`src/hdl/wsi_defs.vh`:
```
// Shared constants for the wake-up and status logic
`ifndef WSI_DEFS_VH
`define WSI_DEFS_VH

// ----------------------------------------------------------------------
// Register addresses
// ----------------------------------------------------------------------
`define WSI_ADDR_TXPWR 5'h07
`define WSI_ADDR_STATUS 5'h10

// ----------------------------------------------------------------------
// Transmit-power configuration layout
// ----------------------------------------------------------------------
`define WSI_TXPWR_RESET 7'h50
`define WSI_STEP_RESET 5'h10
`define WSI_TXPWR_FE_BIT 6
`define WSI_TXPWR_SEL_BIT 5
`define WSI_TXPWR_STEP_MSB 4
`define WSI_TXPWR_STEP_LSB 0

// ----------------------------------------------------------------------
// Status register layout
// ----------------------------------------------------------------------
`define WSI_ST_BUTTON_BIT 0
`define WSI_ST_POWER_BIT 1
`define WSI_ST_RAMLOSS_BIT 2
`define WSI_ST_PAD 5'h00
`define WSI_RD_NONE 8'h00

// ----------------------------------------------------------------------
// Debounce length in data-clock periods
// ----------------------------------------------------------------------
`define WSI_DEBOUNCE_PERIODS 8195
`define WSI_DEBOUNCE_WIDTH 14

// ----------------------------------------------------------------------
// Mode states
// ----------------------------------------------------------------------
`define WSI_ST_OFF 2'h0
`define WSI_ST_WAKE_BTN 2'h1
`define WSI_ST_WAKE_PWR 2'h2
`define WSI_ST_ACTIVE 2'h3

`endif

```
`src/hdl/wsi_sync_edge.v`:
```
// Two-stage synchronisers with edge detection for asynchronous inputs
`default_nettype none

module wsi_sync_edge #(
  parameter WIDTH = 5
) (
  input wire clk_sys,
  input wire reset_n,
  input wire [WIDTH-1:0] asyncIn,
  output wire [WIDTH-1:0] level,
  output wire [WIDTH-1:0] rise,
  output wire [WIDTH-1:0] fall
);

  genvar i;
  generate
    for (i = 0; i < WIDTH; i = i + 1) begin : gSync
      reg stage1;
      reg stage2;
      reg stage3;
      // ------------------------------------------------------------------
      // Stage 1 feeds only stage 2; stage 3 keeps the previous level
      // ------------------------------------------------------------------
      always @(posedge clk_sys or negedge reset_n) begin
        if (!reset_n) begin
          stage1 <= 1'b0;
          stage2 <= 1'b0;
          stage3 <= 1'b0;
        end else begin
          stage1 <= asyncIn[i];
          stage2 <= stage1;
          stage3 <= stage2;
        end
      end
      assign level[i] = stage2;
      assign rise[i] = stage2 & ~stage3;
      assign fall[i] = ~stage2 & stage3;
    end
  endgenerate

endmodule // wsi_sync_edge

`default_nettype wire

```
`src/hdl/wsi_wakeup_status.v`:
```
// Wake-up sequencing, status flags, interrupt and TX power configuration
`include "wsi_defs.vh"
`default_nettype none

module wsi_wakeup_status #(
  parameter DEBOUNCE_PERIODS = `WSI_DEBOUNCE_PERIODS,
  parameter CNT_WIDTH = `WSI_DEBOUNCE_WIDTH
) (
  input wire clk_sys,
  input wire reset_n,
  input wire buttonWakePin,
  input wire powerWakePin,
  input wire dataClk,
  input wire supplyLow,
  input wire oscSettled,
  input wire txMode,
  input wire fdMode,
  input wire [4:0] regAddr,
  input wire [7:0] regWrData,
  input wire regWrite,
  input wire regRead,
  input wire deleteIrqCmd,
  input wire offCmd,
  output reg [7:0] regRdData,
  output reg irq,
  output reg supplyEnable,
  output reg activeMode,
  output wire clockOutEnable,
  output wire clockOnForce,
  output reg useFixedResistor,
  output reg resistorActive,
  output reg [4:0] powerStep,
  output reg frontEndBit,
  output reg resistorSelect
);

  localparam [CNT_WIDTH-1:0] DEB_TARGET = DEBOUNCE_PERIODS[CNT_WIDTH-1:0];
  localparam [CNT_WIDTH-1:0] DEB_ZERO = {CNT_WIDTH{1'b0}};
  localparam [CNT_WIDTH-1:0] DEB_ONE = {{(CNT_WIDTH-1){1'b0}}, 1'b1};

  // ----------------------------------------------------------------------
  // Input synchronisation
  // ----------------------------------------------------------------------
  wire [4:0] syncLevel;
  wire [4:0] syncRise;
  wire [4:0] syncFall;

  wsi_sync_edge #(
    .WIDTH(5)
  ) uSync (
    .clk_sys(clk_sys),
    .reset_n(reset_n),
    .asyncIn({oscSettled, supplyLow, dataClk, powerWakePin, buttonWakePin}),
    .level(syncLevel),
    .rise(syncRise),
    .fall(syncFall)
  );

  wire buttonLevel = syncLevel[0];
  wire buttonEdge = syncRise[0] | syncFall[0];
  wire buttonFall = syncFall[0];
  wire powerLevel = syncLevel[1];
  wire powerRise = syncRise[1];
  wire dataClkRise = syncRise[2];
  wire supplyLowLevel = syncLevel[3];
  wire oscReady = syncLevel[4];

  // ----------------------------------------------------------------------
  // State and storage
  // ----------------------------------------------------------------------
  reg [1:0] mode;
  reg [1:0] next_mode;
  reg [6:0] txPowerConfig;
  reg buttonFlag;
  reg powerFlag;
  reg ramLossFlag;
  reg clkOutEnable;
  reg debRunning;
  reg [CNT_WIDTH-1:0] debCount;

  wire statusRead = regRead && (regAddr == `WSI_ADDR_STATUS);
  wire txPowerRead = regRead && (regAddr == `WSI_ADDR_TXPWR);
  wire txPowerWrite = regWrite && (regAddr == `WSI_ADDR_TXPWR);
  wire supplyReady = ~supplyLowLevel & oscReady;
  wire isActive = (mode == `WSI_ST_ACTIVE);
  wire offAllowed = offCmd && isActive && ~powerLevel && buttonLevel;

  wire [7:0] statusByte = {`WSI_ST_PAD, ramLossFlag, powerFlag, buttonFlag};

  // ----------------------------------------------------------------------
  // Wake-up sequencing
  // ----------------------------------------------------------------------
  always @* begin
    next_mode = mode;
    case (mode)
      `WSI_ST_OFF: begin
        if (buttonFall) begin
          next_mode = `WSI_ST_WAKE_BTN;
        end else if (powerRise) begin
          next_mode = `WSI_ST_WAKE_PWR;
        end
      end
      `WSI_ST_WAKE_BTN: begin
        if (buttonLevel) begin
          next_mode = `WSI_ST_OFF;
        end else if (supplyReady) begin
          next_mode = `WSI_ST_ACTIVE;
        end
      end
      `WSI_ST_WAKE_PWR: begin
        if (~powerLevel) begin
          next_mode = `WSI_ST_OFF;
        end else if (supplyReady) begin
          next_mode = `WSI_ST_ACTIVE;
        end
      end
      `WSI_ST_ACTIVE: begin
        // Pin levels alone never leave the active state
        if (offAllowed) begin
          next_mode = `WSI_ST_OFF;
        end
      end
      default: begin
        next_mode = `WSI_ST_OFF;
      end
    endcase
  end

  wire wakeDone = (mode != `WSI_ST_ACTIVE) &&
                  (next_mode == `WSI_ST_ACTIVE);
  wire wakeByButton = wakeDone && (mode == `WSI_ST_WAKE_BTN);
  wire wakeByPower = wakeDone && (mode == `WSI_ST_WAKE_PWR);

  always @(posedge clk_sys or negedge reset_n) begin
    if (!reset_n) begin
      mode <= `WSI_ST_OFF;
    end else begin
      mode <= next_mode;
    end
  end

  // ----------------------------------------------------------------------
  // Debounce counter on data-clock periods
  // ----------------------------------------------------------------------
  wire debReach = debRunning && dataClkRise &&
                  ((debCount + DEB_ONE) == DEB_TARGET);

  always @(posedge clk_sys or negedge reset_n) begin
    if (!reset_n) begin
      debRunning <= 1'b0;
      debCount <= DEB_ZERO;
    end else if (!isActive || offAllowed) begin
      debRunning <= 1'b0;
      debCount <= DEB_ZERO;
    end else if (buttonEdge) begin
      if (debRunning) begin
        debRunning <= 1'b0;
      end else begin
        debRunning <= 1'b1;
      end
      debCount <= DEB_ZERO;
    end else if (debReach) begin
      debRunning <= 1'b0;
      debCount <= DEB_TARGET;
    end else if (debRunning && dataClkRise) begin
      debCount <= debCount + DEB_ONE;
    end
  end

  // ----------------------------------------------------------------------
  // Status flags
  // ----------------------------------------------------------------------
  wire powerSet = wakeByPower || (isActive && powerRise);
  wire ramLossSet = wakeDone || supplyLowLevel;

  always @(posedge clk_sys or negedge reset_n) begin
    if (!reset_n) begin
      buttonFlag <= 1'b0;
    end else if (wakeByButton || debReach) begin
      buttonFlag <= ~buttonLevel;
    end
  end

  always @(posedge clk_sys or negedge reset_n) begin
    if (!reset_n) begin
      powerFlag <= 1'b0;
    end else if (powerSet) begin
      powerFlag <= 1'b1;
    end else if (statusRead) begin
      powerFlag <= 1'b0;
    end
  end

  always @(posedge clk_sys or negedge reset_n) begin
    if (!reset_n) begin
      ramLossFlag <= 1'b0;
    end else if (wakeDone) begin
      ramLossFlag <= 1'b1;
    end else if (supplyLowLevel) begin
      ramLossFlag <= 1'b1;
    end else if (statusRead) begin
      ramLossFlag <= 1'b0;
    end
  end

  // ----------------------------------------------------------------------
  // Interrupt request
  // ----------------------------------------------------------------------
  wire powerIrqEvent = isActive && powerRise && ~powerFlag;
  wire irqSet = wakeDone || debReach || powerIrqEvent;
  wire irqClear = statusRead || deleteIrqCmd;

  always @(posedge clk_sys or negedge reset_n) begin
    if (!reset_n) begin
      irq <= 1'b0;
    end else if (irqSet) begin
      // A new event outweighs a clear in the same cycle
      irq <= 1'b1;
    end else if (irqClear) begin
      irq <= 1'b0;
    end else if (next_mode == `WSI_ST_OFF) begin
      irq <= 1'b0;
    end
  end

  // Held as a level until cleared; deleting drives it low

  // ----------------------------------------------------------------------
  // Clock output and supply control
  // ----------------------------------------------------------------------
  always @(posedge clk_sys or negedge reset_n) begin
    if (!reset_n) begin
      clkOutEnable <= 1'b0;
    end else if (wakeDone) begin
      clkOutEnable <= 1'b1;
    end else if (offAllowed) begin
      clkOutEnable <= 1'b0;
    end
  end

  assign clockOnForce = powerFlag | debRunning;
  assign clockOutEnable = clkOutEnable | clockOnForce;

  always @(posedge clk_sys or negedge reset_n) begin
    if (!reset_n) begin
      supplyEnable <= 1'b0;
      activeMode <= 1'b0;
    end else begin
      supplyEnable <= (next_mode != `WSI_ST_OFF);
      activeMode <= (next_mode == `WSI_ST_ACTIVE);
    end
  end

  // ----------------------------------------------------------------------
  // Transmit-power configuration register
  // ----------------------------------------------------------------------
  always @(posedge clk_sys or negedge reset_n) begin
    if (!reset_n) begin
      txPowerConfig <= `WSI_TXPWR_RESET;
    end else if (txPowerWrite) begin
      txPowerConfig <= regWrData[6:0];
    end
  end

  always @(posedge clk_sys or negedge reset_n) begin
    if (!reset_n) begin
      useFixedResistor <= 1'b0;
      resistorActive <= 1'b0;
      powerStep <= `WSI_STEP_RESET;
      frontEndBit <= 1'b1;
      resistorSelect <= 1'b0;
    end else begin
      // Fixed resistor only in plain TX with select low
      useFixedResistor <= txMode & ~fdMode &
                          ~txPowerConfig[`WSI_TXPWR_SEL_BIT];
      resistorActive <= fdMode |
                        (txMode & txPowerConfig[`WSI_TXPWR_SEL_BIT]);
      powerStep <= txPowerConfig[`WSI_TXPWR_STEP_MSB:`WSI_TXPWR_STEP_LSB];
      frontEndBit <= txPowerConfig[`WSI_TXPWR_FE_BIT];
      resistorSelect <= txPowerConfig[`WSI_TXPWR_SEL_BIT];
    end
  end

  // ----------------------------------------------------------------------
  // Register read port
  // ----------------------------------------------------------------------
  always @(posedge clk_sys or negedge reset_n) begin
    if (!reset_n) begin
      regRdData <= `WSI_RD_NONE;
    end else if (statusRead) begin
      regRdData <= statusByte;
    end else if (txPowerRead) begin
      regRdData <= {1'b0, txPowerConfig};
    end else if (regRead) begin
      regRdData <= `WSI_RD_NONE;
    end
  end

endmodule // wsi_wakeup_status

`default_nettype wire

```
`config.mk`:
```
export PLATFORM = sky130hd
export DESIGN_NAME = wsi_wakeup_status
export DESIGN_NICKNAME = d
export VERILOG_FILES = /design/src/hdl/wsi_sync_edge.v /design/src/hdl/wsi_wakeup_status.v
export VERILOG_INCLUDE_DIRS = /design/src /design/src/hdl
export SDC_FILE = /design/constraint.sdc
export NUM_CORES = 1
export LEC_CHECK = 0
export BUFFER_PORTS_ARGS = -buffer_cell sky130_fd_sc_hd__buf_2
export CAP_MARGIN = 20
export CORE_MARGIN = 4
export CORE_UTILIZATION = 55
export CTS_CLUSTER_DIAMETER = 60
export DETAILED_ROUTE_END_ITERATION = 16
export GPL_TIMING_DRIVEN = 0
export HOLD_SLACK_MARGIN = 0.15
export MAX_ROUTING_LAYER = met4
export PLACE_DENSITY = 0.78
export SYNTH_ARGS = -nofsm -noshare
export SYNTH_HDL_FRONTEND = slang
export SYNTH_HIERARCHICAL = 1
export SYNTH_SLANG_ARGS = --single-unit
```
`constraint.sdc`:
```
create_clock -name clk_sys -period 7.2 [get_ports clk_sys]
set_input_delay 2.16 -clock clk_sys [delete_from_list [all_inputs] [get_ports clk_sys]]
set_output_delay 2.16 -clock clk_sys [all_outputs]
set_load 0.005 [all_outputs]
```
==> impl_results.md <==
* Status: completed
* Post-CTS sizing at 0
* Max Cap Violations at 0
* Setup WS pre-CTS at approximately 3.5 ns
* Startpoint Class: register
* Synth Net Count at ~270
* Number of fill cells at 351
* Syn. warnings at 6
* Number of DRC violations after detailed-routing iteration 0 at 105
* CP Launch Point: powerFlag
* FF+latch area at 1510 um^2
* Hold path depth at 0
* Total grt overflow at 0
* Peak supply drop at 0.000189 V
* Reg2Reg Setup Slack at 4.67 ns
* Fmax at roughly 290 MHz
* Cell at the root of the clock tree: clkbuf_8
* CTS hold repair buffers at 0
* CP Max Fanout at 5
* Layout Skew at 0.00891 ns
* Placed Area at 3010 um^2
* Rel. slew slack at about three fifths
* Worst hold start: uSync/gSync[4].stage1
* Die H at a little under 80 um
* Core area at between 4000 and 5000 um^2
* Hold Path Class: register to register
* I/O Pins at 48
* Syn Area/Cell at 10.9 um^2
* Placer Congestion at about 0.94
* WP data arrival at 1.24 ns
* Worst r2r src: debCount[0]
* Starting Density at 56.7%
* First-pass GRT wire length at 9260 um
* Final slew viol count at 0
* P_leak at around 1.5 nW
* Post-synthesis instance area at 2680 um^2
* Unrepaired setup endpoints after global routing: false
* Final non-filler cell total at between 300 and 400
* Synth Instances at 245
* Clock Latency Late Sink at 0.33 ns
* Fin. Hold Viols at 0
* Cells after DPL at around 360
* Antenna violations before repair at 0
* Nets at 330
* Setup WS post-layout at 3.80 ns
* H-tree Lvls at 3
* Routed Antenna Nets at 0
* CTS tree: built
* N_diodes at 0
* Area grow syn2layout at 21.1%
* Buffers on Ports at 45
* Worst R2R Path Depth at 8
* Post-CTS setup buffer count at 0
* Num CTS Buffers at 9
* Final period util at 47.2%
* Vias in the first global route at 2,058
* Wirelength, routed at between 5000 and 6000 um
* Cell area after layout at 3240 um^2
* Vias per inst at 5.33
* Vias after detailed routing at around 2,000
* DR DRC count at 0
* DPL Wire Length at ~3800 um
* Final Critical Period at 3.40 ns
* Largest net degree at the start of global routing at 36
* Max Root-Sink Buffers at 2
* FF-to-FF End: debRunning
* Pwr Density at between 200 and 300 nW/um^2
* Area of the multi-input gates at 1060 um^2
* CP Class: register to output port
* TNS Setup at 0 ns
* Worst Hold End: uSync/gSync[4].stage2
* # rows at 25
* DRT Pass-1 Iters at 4
* Final setup viols at 0
* Worst endpoint required time at roughly 5.0 ns
* Die width at 77.8 um
* Clock sinks at 60
* Worst-margin pin slew at between 0.5 and 0.6 ns
* Layout cells sized above 1 at 29.6%
* GRT Util Overall at a little over 20%
* Clock-pin slew on the worst setup and hold paths at ~0.06 ns
* Routed WL per cell at 13.8 um
* Die area at 6050 um^2
* CP endpoint kind: output port
state kept, by name (all words and copies together), names as in the netlist:
| name | count |
|---|---|
| uSync/gSync.stage1 | 5 |
| uSync/gSync.stage2 | 5 |
| clkOutEnable | 1 |
| ramLossFlag | 1 |
| irq | 1 |
| buttonFlag | 1 |
| mode | 2 |
| resistorActive | 1 |
| debCount | 14 |
| txPowerConfig | 7 |
| useFixedResistor | 1 |
| resistorSelect | 1 |
| debRunning | 1 |
| regRdData | 7 |
| powerFlag | 1 |
| uSync/gSync.stage3 | 3 |
| frontEndBit | 1 |
| powerStep | 5 |
| supplyEnable | 1 |
| activeMode | 1 |
stage by stage:
stage	hold WS, ns	utilization (%)	total power, mW
after floorplan	0.331	-	0.475
after global placement	0.334	63.2	0.526
after detailed placement	0.336	63.7	0.534
after CTS	0.351	68.7	0.885
after global routing	0.365	68.7	0.925
final	0.353	68.7	0.874
report_power, final:
part	switching [mW]	internal (mW)
Combinational	0.0586	0.0536
Clock	0.123	0.223
Sequential	0.0319	0.383
Total	0.214	0.660
layout by cell type (no fill, tap or decap), types with 5 or more instances in the layout:
cell	n
xnor2_1	9
buf_4	5
nor3_1	5
dfrtp_1	56
nand2_1	19
mux2_2	8
inv_1	12
nand3_1	10
a21oi_1	10
xor2_1	7
o21ai_0	7
nand4_1	5
clkbuf_8	12
clkbuf_1	6
nor2_1	28
buf_2	46
layer usage:
layer / routed length, um / share of wire (%) / track usage (%)
met1: 2110 / 41 / 23.4
met2: 2600 / 50 / 32.1
met3: 251 / 4.9 / 4.76
met4: 199 / 3.9 / 14.1
met5: 0 / 0 / -
worst max-delay path by stage:
| stage | to | slack [ns] | cells after the start |
|---|---|---|---|
| global route | txPowerConfig[1] | 3.69 | 5 |
| CTS | clockOutEnable | 3.77 | 2 |
| floorplan | txPowerConfig[0] | 3.93 | 4 |
| global placement | txPowerConfig[5] | 3.53 | 5 |
| finish | clockOutEnable | 3.80 | 2 |
| detailed placement | txPowerConfig[1] | 3.51 | 5 |
worst max-delay path, stage by stage, from the launching register on:
cell and delay (ns):
dfrtp_1 0.43, or3_1 0.35, buf_2 0.13
layout make-up:
type | instances | share of cell area (%)
multi-input cells | 162 | 32.8
clock buffers | 13 | 5.21
plain buffers | 11 | 1.89
clock inverters | 3 | 2.08
flip-flops and latches | 60 | 46.5
well taps | 67 | 2.58
repair buffers | 46 | 7.56
inverters | 12 | 1.39
Power figures use the tool's default switching activity.
